==> config.mk <==
export PLATFORM = sky130hd
export DESIGN_NAME = pmc_power_ctrl
export DESIGN_NICKNAME = d
export VERILOG_FILES = /design/src/rtl/pmc_pkg.sv /design/src/rtl/pmc_clock_gen.sv /design/src/rtl/pmc_power_ctrl.sv
export SDC_FILE = /design/constraint.sdc
export NUM_CORES = 1
export LEC_CHECK = 0
export ABC_AREA = 1
export BUFFER_PORTS_ARGS = -buffer_cell sky130_fd_sc_hd__buf_2
export CORE_ASPECT_RATIO = 1.75
export CORE_MARGIN = 3
export CORE_UTILIZATION = 50
export DETAILED_ROUTE_END_ITERATION = 8
export GPL_TIMING_DRIVEN = 0
export PLACE_DENSITY = 0.78
export SKIP_LAST_GASP = 1
export SYNTH_ARGS = -nofsm -noshare
export SYNTH_HDL_FRONTEND = slang
export SYNTH_HIERARCHICAL = 1
export SYNTH_SLANG_ARGS = --single-unit
==> constraint.sdc <==
create_clock -name mclk -period 2.3 [get_ports mclk]
set_input_delay 0.23 -clock mclk [delete_from_list [all_inputs] [get_ports mclk]]
set_output_delay 0.23 -clock mclk [all_outputs]
set_load 0.05 [all_outputs]
==> src/rtl/pmc_pkg.sv <==
// shared constants, modes and carrier types of the power mode clock controller
package pmc_pkg;

    // operating modes, held in the mode state register
    typedef enum logic [2:0] {
        PMC_FULLON = 3'h0,
        PMC_ACTIVE = 3'h1,
        PMC_SLEEP = 3'h2,
        PMC_DEEPSLEEP = 3'h3,
        PMC_HIBERNATE = 3'h4
    } pmc_mode_t;

    // apb request from the master, bundled
    typedef struct packed {
        logic psel;
        logic penable;
        logic pwrite;
        logic [7:0] paddr;
        logic [31:0] pwdata;
    } pmc_apb_req_t;

    // register byte offsets
    localparam logic [7:0] PMC_PLL_CONTROL_OFS = 8'h00;
    localparam logic [7:0] PMC_DIVIDER_OFS = 8'h04;
    localparam logic [7:0] PMC_REGULATOR_OFS = 8'h08;
    localparam logic [7:0] PMC_SDRAM_GCTL_OFS = 8'h0c;
    localparam logic [7:0] PMC_ASYNC_GCTL_OFS = 8'h10;
    localparam logic [7:0] PMC_MODE_REQ_OFS = 8'h14;
    localparam logic [7:0] PMC_STATUS_OFS = 8'h18;

    // pll control fields
    localparam int PMC_MSEL_LSB = 0;
    localparam int PMC_MSEL_W = 6;
    localparam int PMC_HALVE_BIT = 6;
    localparam int PMC_BYPASS_BIT = 8;
    localparam int PMC_PLLOFF_BIT = 9;
    localparam logic [5:0] PMC_MSEL_RESET = 6'h0a;

    // divider fields
    localparam int PMC_SSEL_LSB = 0;
    localparam int PMC_SSEL_W = 4;
    localparam int PMC_CSEL_LSB = 4;
    localparam int PMC_CSEL_W = 2;
    localparam logic [3:0] PMC_SSEL_RESET = 4'h4;
    localparam logic [1:0] PMC_CSEL_RESET = 2'h0;

    // single enable bit of regulator, sdram and async memory registers
    localparam int PMC_ENABLE_BIT = 0;

    // mode request and status fields
    localparam int PMC_MODE_LSB = 0;
    localparam int PMC_MODE_W = 3;
    localparam int PMC_PENDING_BIT = 4;
    localparam int PMC_APPLIED_LSB = 8;
    localparam int PMC_APPLIED_HALVE_BIT = 14;
    localparam int PMC_PLLON_BIT = 16;

    // clock generator counter width and fixed half period
    localparam int PMC_DIV_W = 5;
    localparam logic [4:0] PMC_HALF_ONE = 5'h01;

endpackage

==> src/rtl/pmc_clock_gen.sv <==
// glitch-free programmable clock generator, one per generated clock
`timescale 1ns/1ps
module pmc_clock_gen
    import pmc_pkg::*;
#(
    parameter int W = PMC_DIV_W
) (
    input wire logic mclk,
    input wire logic reset,
    input wire logic run,
    input wire logic tick,
    input wire logic [W-1:0] halfPeriod,
    output logic system_clock_out
);

    logic [W-1:0] count;
    logic [W-1:0] latched;

    // ratio is taken only at a period start, so a high phase is never cut short
    always_ff @(posedge mclk) begin
        if (reset) begin
            system_clock_out <= 1'b0;
            count <= '0;
            latched <= W'(1);
        end else if (tick) begin
            if ((count + W'(1)) >= latched) begin
                count <= '0;
                if (system_clock_out) begin
                    system_clock_out <= 1'b0;
                end else begin
                    latched <= (halfPeriod == '0) ? W'(1) : halfPeriod;
                    system_clock_out <= run; // stop only while low
                end
            end else begin
                count <= count + W'(1);
            end
        end
    end

endmodule

==> src/rtl/pmc_power_ctrl.sv <==
// power mode sequencer, clock generation and apb register file
//
// The placing of the registers and the APB slave port were decided locally.
`timescale 1ns/1ps
module pmc_power_ctrl
    import pmc_pkg::*;
(
    input wire logic mclk,
    input wire logic reset,
    input wire pmc_apb_req_t apbReq,
    output logic [31:0] prdata,
    output logic pready,
    output logic pslverr,
    input wire logic inputClock,
    input wire logic wakeup,
    input wire logic rtcIrq,
    input wire logic resetPin,
    output logic coreClock,
    output logic sysClock,
    output logic systemClockOut,
    output logic bufferedClockOut,
    output logic pllEnabled,
    output logic pllBypassed,
    output logic coreSupplyOn,
    output logic bootStart,
    output logic dmaL1Allow,
    output logic asyncAccessAllow,
    output pmc_mode_t mode
);

    localparam int PIN_N = 4;
    localparam int PIN_WAKE = 0;
    localparam int PIN_RTC = 1;
    localparam int PIN_RST = 2;
    localparam int PIN_CLK = 3;

    logic [PIN_N-1:0][2:0] pinSync;
    logic [PIN_N-1:0] pinLevel;
    logic clkLevelDly;
    logic inputEdge;
    logic [PMC_MSEL_W-1:0] msel;
    logic halve;
    logic bypass;
    logic pllOff;
    logic [PMC_MSEL_W-1:0] appliedMsel;
    logic appliedHalve;
    logic [PMC_SSEL_W-1:0] ssel;
    logic [PMC_CSEL_W-1:0] csel;
    logic clkbufEn;
    logic sdramClkEn;
    logic asyncClkEn;
    pmc_mode_t modeReq;
    logic reqPending;
    logic reqTaken;
    pmc_mode_t next_mode;
    logic apbWrite;
    logic apbSetup;
    logic coreRun;
    logic sysRun;
    logic clkTick;
    logic [PMC_DIV_W-1:0] coreHalf;
    logic [PMC_DIV_W-1:0] sysHalf;

    // decode of a byte offset into a known register
    function automatic logic isMapped(input logic [7:0] addr);
        case (addr)
            PMC_PLL_CONTROL_OFS, PMC_DIVIDER_OFS, PMC_REGULATOR_OFS, PMC_SDRAM_GCTL_OFS,
            PMC_ASYNC_GCTL_OFS, PMC_MODE_REQ_OFS, PMC_STATUS_OFS: isMapped = 1'b1;
            default: isMapped = 1'b0;
        endcase
    endfunction

    ////////////////////////////////////////////////////////////////////////////////
    // pin synchronisers: three flops, a change counts once stages two and three agree
    always_ff @(posedge mclk) begin
        if (reset) begin
            pinSync <= '0;
            pinLevel <= '0;
        end else begin
            for (int i = 0; i < PIN_N; i++) begin
                pinSync[i] <= {pinSync[i][1:0], 1'b0};
                if (pinSync[i][2] == pinSync[i][1]) begin
                    pinLevel[i] <= pinSync[i][2];
                end
            end
            pinSync[PIN_WAKE][0] <= wakeup;
            pinSync[PIN_RTC][0] <= rtcIrq;
            pinSync[PIN_RST][0] <= resetPin;
            pinSync[PIN_CLK][0] <= inputClock;
        end
    end

    // edge of the filtered input clock paces the clocks in bypass
    always_ff @(posedge mclk) begin
        if (reset) begin
            clkLevelDly <= 1'b0;
        end else begin
            clkLevelDly <= pinLevel[PIN_CLK];
        end
    end
    assign inputEdge = pinLevel[PIN_CLK] ^ clkLevelDly;

    ////////////////////////////////////////////////////////////////////////////////
    // apb slave: pready rises the cycle after setup, so no wait states
    assign apbSetup = apbReq.psel && !apbReq.penable;
    assign apbWrite = apbReq.psel && apbReq.penable && pready && apbReq.pwrite;

    always_ff @(posedge mclk) begin
        if (reset) begin
            pready <= 1'b0;
            pslverr <= 1'b0;
            prdata <= '0;
        end else begin
            pready <= apbSetup;
            pslverr <= apbSetup && !isMapped(apbReq.paddr);
            if (apbSetup && !apbReq.pwrite) begin
                prdata <= '0;
                case (apbReq.paddr)
                    PMC_PLL_CONTROL_OFS: begin
                        prdata[PMC_MSEL_LSB +: PMC_MSEL_W] <= msel;
                        prdata[PMC_HALVE_BIT] <= halve;
                        prdata[PMC_BYPASS_BIT] <= bypass;
                        prdata[PMC_PLLOFF_BIT] <= pllOff;
                    end
                    PMC_DIVIDER_OFS: begin
                        prdata[PMC_SSEL_LSB +: PMC_SSEL_W] <= ssel;
                        prdata[PMC_CSEL_LSB +: PMC_CSEL_W] <= csel;
                    end
                    PMC_REGULATOR_OFS: prdata[PMC_ENABLE_BIT] <= clkbufEn;
                    PMC_SDRAM_GCTL_OFS: prdata[PMC_ENABLE_BIT] <= sdramClkEn;
                    PMC_ASYNC_GCTL_OFS: prdata[PMC_ENABLE_BIT] <= asyncClkEn;
                    PMC_MODE_REQ_OFS: begin
                        prdata[PMC_MODE_LSB +: PMC_MODE_W] <= modeReq;
                        prdata[PMC_PENDING_BIT] <= reqPending;
                    end
                    PMC_STATUS_OFS: begin
                        prdata[PMC_MODE_LSB +: PMC_MODE_W] <= mode;
                        prdata[PMC_APPLIED_LSB +: PMC_MSEL_W] <= appliedMsel;
                        prdata[PMC_APPLIED_HALVE_BIT] <= appliedHalve;
                        prdata[PMC_PLLON_BIT] <= pllEnabled;
                    end
                    default: prdata <= '0;
                endcase
            end
        end
    end

    ////////////////////////////////////////////////////////////////////////////////
    // pll control register; multiplier is only stored here, applied at full-on entry
    always_ff @(posedge mclk) begin
        if (reset) begin
            msel <= PMC_MSEL_RESET;
            halve <= 1'b0;
            bypass <= 1'b0;
            pllOff <= 1'b0;
        end else if (apbWrite && apbReq.paddr == PMC_PLL_CONTROL_OFS) begin
            msel <= apbReq.pwdata[PMC_MSEL_LSB +: PMC_MSEL_W];
            halve <= apbReq.pwdata[PMC_HALVE_BIT];
            bypass <= apbReq.pwdata[PMC_BYPASS_BIT];
            pllOff <= apbReq.pwdata[PMC_PLLOFF_BIT];
        end
    end

    // divider register, feeds the generators directly with no relock
    always_ff @(posedge mclk) begin
        if (reset) begin
            ssel <= PMC_SSEL_RESET;
            csel <= PMC_CSEL_RESET;
        end else if (apbWrite && apbReq.paddr == PMC_DIVIDER_OFS) begin
            ssel <= apbReq.pwdata[PMC_SSEL_LSB +: PMC_SSEL_W];
            csel <= apbReq.pwdata[PMC_CSEL_LSB +: PMC_CSEL_W];
        end
    end

    // output enables, all on after reset
    always_ff @(posedge mclk) begin
        if (reset) begin
            clkbufEn <= 1'b1;
            sdramClkEn <= 1'b1;
            asyncClkEn <= 1'b1;
        end else if (apbWrite) begin
            if (apbReq.paddr == PMC_REGULATOR_OFS) begin
                clkbufEn <= apbReq.pwdata[PMC_ENABLE_BIT];
            end
            if (apbReq.paddr == PMC_SDRAM_GCTL_OFS) begin
                sdramClkEn <= apbReq.pwdata[PMC_ENABLE_BIT];
            end
            if (apbReq.paddr == PMC_ASYNC_GCTL_OFS) begin
                asyncClkEn <= apbReq.pwdata[PMC_ENABLE_BIT];
            end
        end
    end

    // mode request; a new write wins over the clear by the sequencer
    always_ff @(posedge mclk) begin
        if (reset) begin
            modeReq <= PMC_FULLON;
            reqPending <= 1'b0;
        end else if (apbWrite && apbReq.paddr == PMC_MODE_REQ_OFS) begin
            modeReq <= pmc_mode_t'(apbReq.pwdata[PMC_MODE_LSB +: PMC_MODE_W]);
            reqPending <= 1'b1;
        end else if (reqTaken) begin
            reqPending <= 1'b0;
        end
    end

    ////////////////////////////////////////////////////////////////////////////////
    // mode sequencer; requests only count while software runs
    always_comb begin
        next_mode = mode;
        reqTaken = 1'b0;
        case (mode)
            PMC_FULLON, PMC_ACTIVE: begin
                if (reqPending) begin
                    if (mode == PMC_ACTIVE && pllOff &&
                        (modeReq == PMC_FULLON || modeReq == PMC_SLEEP)) begin
                        reqTaken = 1'b0;
                    end else if (modeReq == PMC_FULLON || modeReq == PMC_ACTIVE ||
                                 modeReq == PMC_SLEEP || modeReq == PMC_DEEPSLEEP ||
                                 modeReq == PMC_HIBERNATE) begin
                        next_mode = modeReq;
                        reqTaken = 1'b1;
                    end else begin
                        reqTaken = 1'b1; // unknown code dropped
                    end
                end
            end
            PMC_SLEEP: begin
                if (pinLevel[PIN_WAKE]) begin
                    next_mode = bypass ? PMC_ACTIVE : PMC_FULLON;
                end
            end
            PMC_DEEPSLEEP: begin
                if (pinLevel[PIN_RST]) begin
                    next_mode = PMC_FULLON;
                end else if (pinLevel[PIN_RTC]) begin
                    next_mode = PMC_ACTIVE;
                end
            end
            PMC_HIBERNATE: begin
                if (pinLevel[PIN_RST]) begin
                    next_mode = PMC_FULLON;
                end
            end
            default: next_mode = PMC_FULLON;
        endcase
    end

    always_ff @(posedge mclk) begin
        if (reset) begin
            mode <= PMC_FULLON;
        end else begin
            mode <= next_mode;
        end
    end

    // multiplier taken over only on the way into full-on
    always_ff @(posedge mclk) begin
        if (reset) begin
            appliedMsel <= PMC_MSEL_RESET;
            appliedHalve <= 1'b0;
        end else if (next_mode == PMC_FULLON && mode != PMC_FULLON) begin
            appliedMsel <= msel;
            appliedHalve <= halve;
        end
    end

    // mode-derived controls, registered from the next mode to stay aligned with it
    always_ff @(posedge mclk) begin
        if (reset) begin
            pllEnabled <= 1'b1;
            pllBypassed <= 1'b0;
            coreSupplyOn <= 1'b1;
            bootStart <= 1'b0;
            dmaL1Allow <= 1'b1;
            asyncAccessAllow <= 1'b1;
        end else begin
            pllEnabled <= (next_mode == PMC_FULLON) || (next_mode == PMC_SLEEP) ||
                          (next_mode == PMC_ACTIVE && !pllOff);
            pllBypassed <= (next_mode == PMC_ACTIVE);
            coreSupplyOn <= (next_mode != PMC_HIBERNATE);
            bootStart <= (mode == PMC_HIBERNATE) && (next_mode == PMC_FULLON);
            dmaL1Allow <= (next_mode == PMC_FULLON) || (next_mode == PMC_ACTIVE);
            asyncAccessAllow <= (next_mode != PMC_DEEPSLEEP) && (next_mode != PMC_HIBERNATE);
        end
    end

    ////////////////////////////////////////////////////////////////////////////////
    // clock generation: mclk stands in for the vco; in bypass each input edge is one tick
    assign coreRun = (mode == PMC_FULLON) || (mode == PMC_ACTIVE);
    assign sysRun = coreRun || (mode == PMC_SLEEP);
    assign clkTick = (mode == PMC_ACTIVE) ? inputEdge : 1'b1;
    assign coreHalf = (mode == PMC_ACTIVE) ? PMC_HALF_ONE : (PMC_HALF_ONE << csel);
    assign sysHalf = (mode == PMC_ACTIVE) ? PMC_HALF_ONE : PMC_DIV_W'(ssel);

    pmc_clock_gen #(.W(PMC_DIV_W)) coreGen (
        .mclk(mclk),
        .reset(reset),
        .run(coreRun),
        .tick(clkTick),
        .halfPeriod(coreHalf),
        .system_clock_out(coreClock)
    );

    pmc_clock_gen #(.W(PMC_DIV_W)) sysGen (
        .mclk(mclk),
        .reset(reset),
        .run(sysRun),
        .tick(clkTick),
        .halfPeriod(sysHalf),
        .system_clock_out(sysClock)
    );

    // pin copies; one flop of delay is the price of a clean registered output
    always_ff @(posedge mclk) begin
        if (reset) begin
            systemClockOut <= 1'b0;
            bufferedClockOut <= 1'b0;
        end else begin
            systemClockOut <= sysClock && sdramClkEn && asyncClkEn;
            bufferedClockOut <= pinLevel[PIN_CLK] && clkbufEn;
        end
    end

    ////////////////////////////////////////////////////////////////////////////////
    // checks on the sequencer and the outputs
    property p_pll_reenable;
        @(posedge mclk) disable iff (reset)
        (mode == PMC_ACTIVE && pllOff) |=> (mode != PMC_FULLON && mode != PMC_SLEEP);
    endproperty
    a_pll_reenable: assert property (p_pll_reenable) else $error("left active with pll off");

    property p_sleep_core_stop;
        @(posedge mclk) disable iff (reset)
        (mode == PMC_SLEEP && $past(mode) == PMC_SLEEP && !coreClock) |=> !coreClock;
    endproperty
    a_sleep_core_stop: assert property (p_sleep_core_stop) else $error("core clock ran in sleep");

    property p_sleep_pll_on;
        @(posedge mclk) disable iff (reset)
        (mode == PMC_SLEEP) |-> (pllEnabled && !dmaL1Allow);
    endproperty
    a_sleep_pll_on: assert property (p_sleep_pll_on) else $error("sleep pll or dma wrong");

    property p_wake_select;
        @(posedge mclk) disable iff (reset)
        (mode == PMC_SLEEP && pinLevel[PIN_WAKE]) |=>
            (mode == ($past(bypass) ? PMC_ACTIVE : PMC_FULLON));
    endproperty
    a_wake_select: assert property (p_wake_select) else $error("wrong mode after wake");

    property p_deep_off;
        @(posedge mclk) disable iff (reset)
        (mode == PMC_DEEPSLEEP) |-> (!pllEnabled && !asyncAccessAllow && !dmaL1Allow);
    endproperty
    a_deep_off: assert property (p_deep_off) else $error("deep sleep resources active");

    property p_deep_hold;
        @(posedge mclk) disable iff (reset)
        (mode == PMC_DEEPSLEEP && !pinLevel[PIN_RST] && !pinLevel[PIN_RTC]) |=> (mode == PMC_DEEPSLEEP);
    endproperty
    a_deep_hold: assert property (p_deep_hold) else $error("deep sleep left without cause");

    property p_deep_rtc;
        @(posedge mclk) disable iff (reset)
        (mode == PMC_DEEPSLEEP && pinLevel[PIN_RTC] && !pinLevel[PIN_RST]) |=> (mode == PMC_ACTIVE);
    endproperty
    a_deep_rtc: assert property (p_deep_rtc) else $error("rtc did not give active");

    property p_deep_reset;
        @(posedge mclk) disable iff (reset)
        (mode == PMC_DEEPSLEEP && pinLevel[PIN_RST]) |=> (mode == PMC_FULLON);
    endproperty
    a_deep_reset: assert property (p_deep_reset) else $error("reset did not give full-on");

    property p_hib_boot;
        @(posedge mclk) disable iff (reset)
        (mode == PMC_HIBERNATE && pinLevel[PIN_RST]) |=> (bootStart && coreSupplyOn) ##1 !bootStart;
    endproperty
    a_hib_boot: assert property (p_hib_boot) else $error("no boot after hibernate");

    property p_buffered_clock_out_off;
        @(posedge mclk) disable iff (reset)
        !clkbufEn |=> !bufferedClockOut;
    endproperty
    a_buffered_clock_out_off: assert property (p_buffered_clock_out_off) else $error("buffered clock not gated");

    property p_fullon_pll;
        @(posedge mclk) disable iff (reset)
        (mode == PMC_FULLON) |-> (pllEnabled && !pllBypassed);
    endproperty
    a_fullon_pll: assert property (p_fullon_pll) else $error("full-on pll state wrong");

    property p_mult_apply;
        @(posedge mclk) disable iff (reset)
        (mode != PMC_FULLON) ##1 (mode == PMC_FULLON) |-> (appliedMsel == $past(msel));
    endproperty
    a_mult_apply: assert property (p_mult_apply) else $error("multiplier not applied");

endmodule

==> flow_summary_export.csv, run 1 <==
group,metric,value,unit
run_status,status,"finished clean",
setup_path,crit_path_cell_trace,"ha_1 > nand3_1 > xor2_1 > ha_1 > nand2_1 > nor2_1 > nand2_1 > nand3_2 > buf_6 > nand3_1 > nand2_1 > nor2_1",
timing,period_needed,2010,ps
run,drv_cap,0,
route,postRouteAntennaNets,0,
setup_path,cp.arrival,2250,ps
timing,tightest_slew,737.7,ps
clock_tree,cts_buffers,9,
power,p_clk_share,31.5,%
timing,fin_crit_sh,87.38,%
clock_tree,clkTransAtPathRegs,70,ps
clock_tree,clk_latency,350,ps
power,seq_power_share,39.1,%
route,wl,10730,um
cells_and_area,nFillCells,814,
clock_tree,cts_resized,0,
power,power_frac_comb,29.4,%
synth,syn_avg_cell_area,7.304,um2
setup_path,crit_top_cell,"nand2_1",
grt,grt_pass1_wl,17970,um
grt,grt_pass1_vias,4004,
power,irDropWorstVdd,0.5324,mV
timing,max_freq,497.6,MHz
setup_path,endpoint_kind,"flop",
setup_path,cp-start-kind,"flop",
power,switching_share,33.29,%
synth,synth-seq-cells,96,
cells_and_area,syn2layout_area_growth,17.80,%
power,intPower,3.201,mW
cells_and_area,insertedDiodeCount,0,
setup_path,crit_slowest_cell,"dfxtp_1",
power,power_density,903.8,nW/um2
cells_and_area,final_common_cell,"nand2_1",
route,wl_per_cell,13.01,um
clock_tree,clk_path_buf_depth,2,
grt,grt_overflow,0,
clock_tree,htreeDepth,3,
floorplan,initial_utilization,51.64,%
setup_path,regToRegSetupSlack,290,ps
grt,grt_max_degree,17,
synth,synth-edff-count,0,
floorplan,dieHeight,131.6,um
synth,ys_types,37,
timing,slew_viol_final,0,
setup_path,critPathKind,"flop to flop",
synth,synthCells,617,
floorplan,rows,45,
grt,track_usage,22.12,%
placement,gp_congestion,0.9472,
synth,synth.cell_area,4507,um2
clock_tree,cts_num_sinks,96,
synth,ys_async_sr_fraction,0,%
floorplan,ioPinCount,96,
synth,synth-seq-area-share,42.64,%
timing,skew,10.82,ps
clock_tree,cts_tree,"done",
timing,setup_violations,0,
route,drc,0,
floorplan,die-width,77.77,um
synth,synth_warnings,6,
cells_and_area,layout.cells.non_filler,825,
route,vias,4043,
synth,yosys_most_used_dff,"dfxtp_1",
power,p_leak,2.578,nW
power,switchingPower,1.597,mW
route,via_per_inst,4.901,
clock_tree,clock-root-buffer,"clkbuf_16",
setup_path,crit_required,2540,ps
clock_tree,cts_hold_buf,0,
placement,hpwl,8407,um
timing,grt_setup_unrepaired,"no",
min_path,hold_path.class,"primary input to flop",
placement,portBuffers,55,
clock_tree,cts_setup_buffers,0,
floorplan,dieArea,10230,um2
timing,slew_headroom,50.64,%
cells_and_area,drive_gt1_share,17.94,%
route,drtIter0Drc,176,
route,firstDrtPassIters,4,
timing,hold_viol_final,0,
setup_path,critical-path-max-stage-delay,410,ps
timing,tns,0,ps
floorplan,core_area,8727,um2
setup_path,path_max_fanout,10,
cells_and_area,final_cell_mix,"115 x nand2_1, 96 x dfxtp_1, 89 x inv_1",
cells_and_area,fin_nets,764,
grt,antenna_found_initial,0,
placement,post-place-cells,809,
==> cell type report <==
| cell class | count | area [um2] | area share (%) |
|---|---|---|---|
| Buffer | 35 | 245.2 | 4.619 |
| Clock buffer | 10 | 239.0 | 4.502 |
| Clock inverter | 6 | 66.31 | 1.249 |
| Inverter | 95 | 356.6 | 6.717 |
| Multi-Input combinational cell | 411 | 2058 | 38.77 |
| Sequential cell | 96 | 1922 | 36.20 |
| Tap cell | 117 | 146.4 | 2.757 |
| Timing Repair Buffer | 55 | 275.3 | 5.185 |
==> metrics by stage <==
| stage | utilization (%) | hold WS, ps | total power, mW | area [um2] | setup slack, ps |
|---|---|---|---|---|---|
| floorplan | - | 337.0 | 3.036 | 4582 | 484.4 |
| global placement | 57.33 | 394.9 | 3.251 | 5004 | 358.2 |
| detailed placement | 57.33 | 395.1 | 3.323 | 5004 | 312.2 |
| CTS | 60.83 | 78.93 | 4.829 | 5309 | 293.4 |
| global route | 60.83 | 81.95 | 5.109 | 5309 | 97.09 |
| finish | 60.83 | 89.49 | 4.798 | 5309 | 290.3 |
==> per-layer routing <==
layer  up-vias  track usage (%)  part of all wire [%]
met4         0            13.47                   3.0
met2       104            39.93                    54
met5         -                0                     0
met3        23            3.978                   4.1
met1      1828            23.00                    39
li1       2088                -                     -
==> sequential cells by signal, summed over array words and instances (netlist names), 2 cells and up <==
name and cells:
mode 3, coreGen/latched 5, ssel 4, prdata 15
pinSync 12, csel 2, appliedMsel 6, msel 6
sysGen/latched 5, sysGen/count 5, modeReq 3, pinLevel 4
coreGen/count 5
==> cells by family (layout without fill, tap and decap cells) <==
logic type / count (synthesis) / after routing / synth area share (%)
AND/OR/NAND/NOR: 267 / 267 / 26.24
buffers and inverters: 130 / 201 / 13.35
AO/OA/AOI/OAI: 100 / 100 / 12.16
flip-flops: 96 / 96 / 42.64
adder cells (fa/ha/maj): 12 / 12 / 3.331
XOR/XNOR: 9 / 9 / 1.749
multiplexers: 2 / 2 / 0.4442
other: 1 / 21 / 0.08321
==> critical path: cells and delay by family, from the launching register on <==
family                   cells  cell delay (ps)
AND/OR/NAND/NOR              8              680
adder cells (fa/ha/maj)      2              520
flip-flops                   1              410
XOR/XNOR                     1              170
buffers and inverters        1              140
==> Yosys cell counts, drive strengths merged (4+ instances only) <==
library cell,n,area (um2)
nand2,120,462.9
dfxtp,96,1922
inv,95,356.6
nor2,82,352.8
nand3,56,312.8
a21oi,47,246.5
o21ai,40,200.2
buf,25,203.9
ha,12,150.1
clkbuf,10,41.29
xnor2,5,43.79
o21bai,4,30.03
xor2,4,35.03
==> power by group through the flow <==
stage	Combinational [mW]	Sequential (mW)	Clock (mW)
2_1_floorplan	1.04	1.99	0
3_3_place_gp	1.34	1.91	0
3_5_place_dp	1.41	1.92	0
4_1_cts	1.42	1.88	1.53
5_1_grt	1.61	1.89	1.61
6_report	1.41	1.88	1.51
==> worst paths after layout <==
path              depth (start not counted)              from                 end
setup reg to reg                         12  coreGen/count[0]  coreGen/latched[1]
hold / removal                            3          resetPin          pinSync[6]
hold reg to reg                           2        pinSync[6]          pinSync[7]
setup / recovery                         12  coreGen/count[0]  coreGen/latched[1]
Note: power is estimated with default switching activity, not from simulation.
==> inputs of run 2 (changes only) <==
Settings changed: CTS_BUF_LIST set to sky130_fd_sc_hd__clkbuf_16.
==> run 2 against run 1 <==
  * Register-to-register slack is essentially flat
  * Die area is the same
  * Core utilization shrank 0.11 points
  * Sequential power is essentially flat
  * Clock-buffer cell count shrank 1
  * Routed wire length shrank 0.44%
  * First-iteration DRC count shrank 8.5%
  * Hold slack gained 1.1 ps
  * Via count shrank 0.52%
  * Sequential share of layout area grew 0.068 points
  * Design area shrank 0.19%
  * Largest power group unchanged
==> flow_summary_export.csv, run 2 (synthesis results as in run 1) <==
group,metric,value,unit
run_status,status,"finished clean",
cells_and_area,syn2layout_area_growth,17.57,%
cells_and_area,fin_nets,764,
placement,dpl_cell_area,5004,um2
placement,portBuffers,55,
floorplan,die-width,77.77,um
clock_tree,cts_resized,0,
grt,busiest_layer,"met2",
clock_tree,cts_num_sinks,96,
floorplan,ioPinCount,96,
grt,track_usage,22.03,%
floorplan,initial_utilization,51.64,%
setup_path,endpoint_kind,"flop",
placement,dp_worst_setup_slack,312.2,ps
route,via_per_inst,4.875,
cells_and_area,drive_gt1_share,17.80,%
cells_and_area,largest_register,"prdata",
cells_and_area,final_cell_mix,"115 x nand2_1, 96 x dfxtp_1, 89 x inv_1",
floorplan,dieArea,10230,um2
timing,tns,0,ps
setup_path,crit_required,2540,ps
cells_and_area,largest_reg_flops,15,
grt,grt_use_met1,22.87,%
route,firstDrtPassIters,5,
timing,max_freq,497.5,MHz
clock_tree,clock-root-buffer,"clkbuf_16",
route,wl_per_cell,12.95,um
setup_path,path_max_fanout,10,
timing,grt_setup_unrepaired,"no",
timing,tightest_slew,725.0,ps
power,power_density,899.1,nW/um2
clock_tree,clk_path_buf_depth,2,
grt,grt_util_met2,39.79,%
placement,hpwl,8407,um
route,drc,0,
route,postRouteAntennaNets,0,
grt,grtUsageMet3,3.978,%
timing,slew_headroom,51.49,%
grt,grt_pass1_wl,17910,um
grt,grt_pass1_vias,3996,
placement,gp_congestion,0.9472,
timing,skew,9.817,ps
cells_and_area,top_regs,"prdata: 15 flops, pinSync: 12 flops",
placement,post-place-cells,809,
cells_and_area,final_common_cell,"nand2_1",
grt,grt_max_degree,17,
clock_tree,htreeDepth,3,
timing,fin_crit_sh,87.39,%
setup_path,critPathKind,"flop to flop",
cells_and_area,finish.instance_area,5299,um2
min_path,hold_path.class,"primary input to flop",
timing,setup_violations,0,
power,total_power,4.764,mW
cells_and_area,insertedDiodeCount,0,
clock_tree,clkTransAtPathRegs,70,ps
floorplan,dieHeight,131.6,um
grt,grt_overflow,0,
floorplan,rows,45,
setup_path,cp.arrival,2250,ps
route,wl,10680,um
grt,antenna_found_initial,0,
timing,slew_viol_final,0,
clock_tree,cts_hold_buf,0,
timing,period_needed,2010,ps
route,drtIter0Drc,161,
timing,hold_viol_final,0,
power,irDropWorstVdd,0.5287,mV
route,vias,4022,
setup_path,cp-start-kind,"flop",
run,drv_cap,0,
cells_and_area,final_core_util,60.72,%
timing,setup_ws,290.1,ps
floorplan,core_area,8727,um2
timing,whs,90.64,ps
cells_and_area,layout.cells.non_filler,825,
power,p_leak,2.572,nW
cells_and_area,nFillCells,816,
clock_tree,cts_tree,"done",
clock_tree,cts_setup_buffers,0,
clock_tree,clk_latency,350,ps
clock_tree,cts_buffers,9,
-- run 2: cell types whose count changed in the layout (fill, tap and decap cells not counted) --
cell | before | now
clkbuf_8 | 1 | 0
clkinv_1 | 0 | 1
-- run 2: layer usage --
layer,part of all wire (%),up-vias
li1,-,2086
met1,39,1821
met2,54,94
met3,4.1,21
met4,3.1,0
met5,0,-
-- run 2: worst max-delay path: stages, from the launching register on --
cell,delay (ps)
dfxtp_1,410
ha_1,220
nand3_1,100
xor2_1,170
ha_1,300
nand2_1,80
nor2_1,150
nand2_1,80
nand3_2,100
buf_6,140
nand3_1,70
nand2_1,60
nor2_1,40
-- run 2: worst paths after layout --
kind / cells after the start / end / slack [ps] / startpoint
worst max register to register: 12 / coreGen/latched[1] / 290 / coreGen/count[0]
worst min-delay path: 3 / pinSync[6] / 90 / resetPin
worst min register to register: 2 / pinSync[7] / 410 / pinSync[6]
worst max-delay path: 12 / coreGen/latched[1] / 290 / coreGen/count[0]
-- run 2: layout make-up --
type                       count  area [um2]  share of cell area [%]
buffer                        35       245.2                   4.628
clock inverter                 7       70.07                   1.322
timing repair buffer          55       275.3                   5.195
sequential                    96        1922                   36.27
clock buffer                   9       225.2                   4.250
multi-input combinational    411        2058                   38.84
tap                          117       146.4                   2.763
inverter                      95       356.6                   6.730
-- run 2: power by group --
group	total (mW)	switching (mW)	internal, mW
logic	1.41	0.877	0.533
registers	1.88	0.0837	1.79
clock network	1.48	0.636	0.840
==> inputs of run 3 (changes only) <==
Settings changed: CORE_ASPECT_RATIO 1.75 to not set.
==> run 3 against run 2 <==
  * Register-to-register slack barely moved
  * First-iteration DRC count rose by 1.9%
  * Clock skew fell by 4.4 ps
  * Worst setup slack improved by 3.0 ps
  * Fmax rose by 0.15%
  * Largest power group unchanged
  * Hold slack improved by 1.8 ps
  * Critical path type unchanged
  * Sequential power barely moved
  * Clock-buffer cell count did not move
==> flow_summary_export.csv, run 3 (synthesis results as in run 1) <==
group,metric,value,unit
run_status,status,"finished clean",
setup_path,cp.arrival,2240,ps
power,power_frac_comb,29.8,%
timing,tightest_slew,648.2,ps
power,intPower,3.080,mW
floorplan,dieHeight,100.9,um
timing,whs,92.46,ps
placement,hpwl,7459,um
route,vias,4050,
cells_and_area,nFillCells,799,
setup_path,critPathKind,"flop to flop",
cells_and_area,largest_register,"prdata",
route,postRouteAntennaNets,0,
route,wl,9780,um
route,drc,0,
clock_tree,cts_resized,0,
clock_tree,clock-root-buffer,"clkbuf_16",
clock_tree,cts_buffers,9,
floorplan,core_area,8721,um2
timing,tns,0,ps
timing,skew,5.415,ps
setup_path,endpoint_kind,"flop",
cells_and_area,finish.instance_area,5279,um2
grt,grt_overflow,0,
min_path,hold_path.class,"primary input to flop",
timing,setup_ws,293.0,ps
floorplan,initial_utilization,51.68,%
run,drv_cap,0,
timing,grt_setup_unrepaired,"no",
placement,portBuffers,55,
timing,max_freq,498.3,MHz
setup_path,cp-start-kind,"flop",
power,total_power,4.677,mW
clock_tree,cts_hold_buf,0,
timing,slew_headroom,56.62,%
cells_and_area,fin_nets,764,
power,p_clk_share,30.1,%
timing,fin_crit_sh,87.26,%
clock_tree,cts_setup_buffers,0,
timing,setup_violations,0,
timing,period_needed,2007,ps
power,power_density,886.0,nW/um2
power,p_leak,2.577,nW
placement,gp_congestion,0.8379,
timing,hold_viol_final,0,
clock_tree,clk_latency,330,ps
route,firstDrtPassIters,5,
grt,track_usage,20.45,%
cells_and_area,drive_gt1_share,17.94,%
power,seq_power_share,40.1,%
setup_path,crit_required,2530,ps
cells_and_area,insertedDiodeCount,0,
route,via_per_inst,4.963,
power,switching_share,34.15,%
route,drtIter0Drc,164,
floorplan,rows,34,
timing,slew_viol_final,0,
cells_and_area,final_common_cell,"nand2_1",
grt,antenna_found_initial,0,
grt,grt_pass1_wl,16880,um
floorplan,die-width,100.9,um
placement,dpl_cell_area,4992,um2
route,wl_per_cell,11.99,um
grt,grt_max_degree,19,
setup_path,regToRegSetupSlack,290,ps
placement,dp_worst_setup_slack,302.9,ps
power,switchingPower,1.597,mW
floorplan,ioPinCount,96,
clock_tree,cts_tree,"done",
grt,grt_pass1_vias,3836,
clock_tree,cts_num_sinks,96,
floorplan,dieArea,10190,um2
cells_and_area,syn2layout_area_growth,17.13,%
clock_tree,htreeDepth,3,
cells_and_area,top_regs,"prdata: 15 flops, pinSync: 12 flops",
clock_tree,clk_path_buf_depth,2,
power,irDropWorstVdd,0.4342,mV
clock_tree,clkTransAtPathRegs,70,ps
cells_and_area,final_cell_mix,"115 x nand2_1, 96 x dfxtp_1, 89 x inv_1",
setup_path,path_max_fanout,10,
cells_and_area,largest_reg_flops,15,
run 3: cell types whose count changed in the layout (fill, tap and decap cells not counted), sizes merged:
| cell | delta |
|---|---|
| inv | +3 |
| bufinv | -1 |
| clkinvlp | -2 |
run 3: stage by stage:
step | std cells | util (%)
finish | 816 | 60.53
global route | 816 | 60.53
CTS | 816 | 60.53
detailed placement | 800 | 57.25
global placement | 800 | 57.25
floorplan | 637 | -
run 3: cell type report:
cell class / count / area, um2 / area share (%)
clock inverters: 7 / 61.31 / 1.161
inverters: 95 / 356.6 / 6.755
multi-input cells: 411 / 2058 / 38.99
repair buffers: 55 / 275.3 / 5.215
plain buffers: 35 / 245.2 / 4.646
well taps: 108 / 135.1 / 2.560
flip-flops and latches: 96 / 1922 / 36.41
clock buffers: 9 / 225.2 / 4.266
run 3: critical path: stages (launching register included):
cell	delay, ps
dfxtp_1	410
ha_1	210
nand3_1	100
xor2_1	170
ha_1	310
a21oi_1	210
nand3_2	140
buf_6	160
a21oi_1	130
nor2_1	60
run 3: power groups by stage:
stage	registers (mW)	clock network, mW	logic, mW
after global routing	1.89	1.51	1.60
after detailed placement	1.91	0	1.39
after global placement	1.91	0	1.34
final	1.88	1.41	1.39
after CTS	1.88	1.45	1.40
after floorplan	1.99	0	1.04
run 3: path summary, 6_finish.rpt:
path	depth (start not counted)	startpoint	endpoint
min	3	wakeup	pinSync[0]
min reg2reg	2	pinSync[3]	pinSync[4]
max	9	sysGen/count[0]	sysGen/latched[2]
max reg2reg	9	sysGen/count[0]	sysGen/latched[2]
run 3: routing by layer:
metal  track usage (%)  routed length [um]  vias up
met4             8.384                 230        0
met1             24.92                4115     1840
met3             4.429                 558       18
met5                 0                   0        -
met2             34.89                4875      105
li1                  -                   -     2087
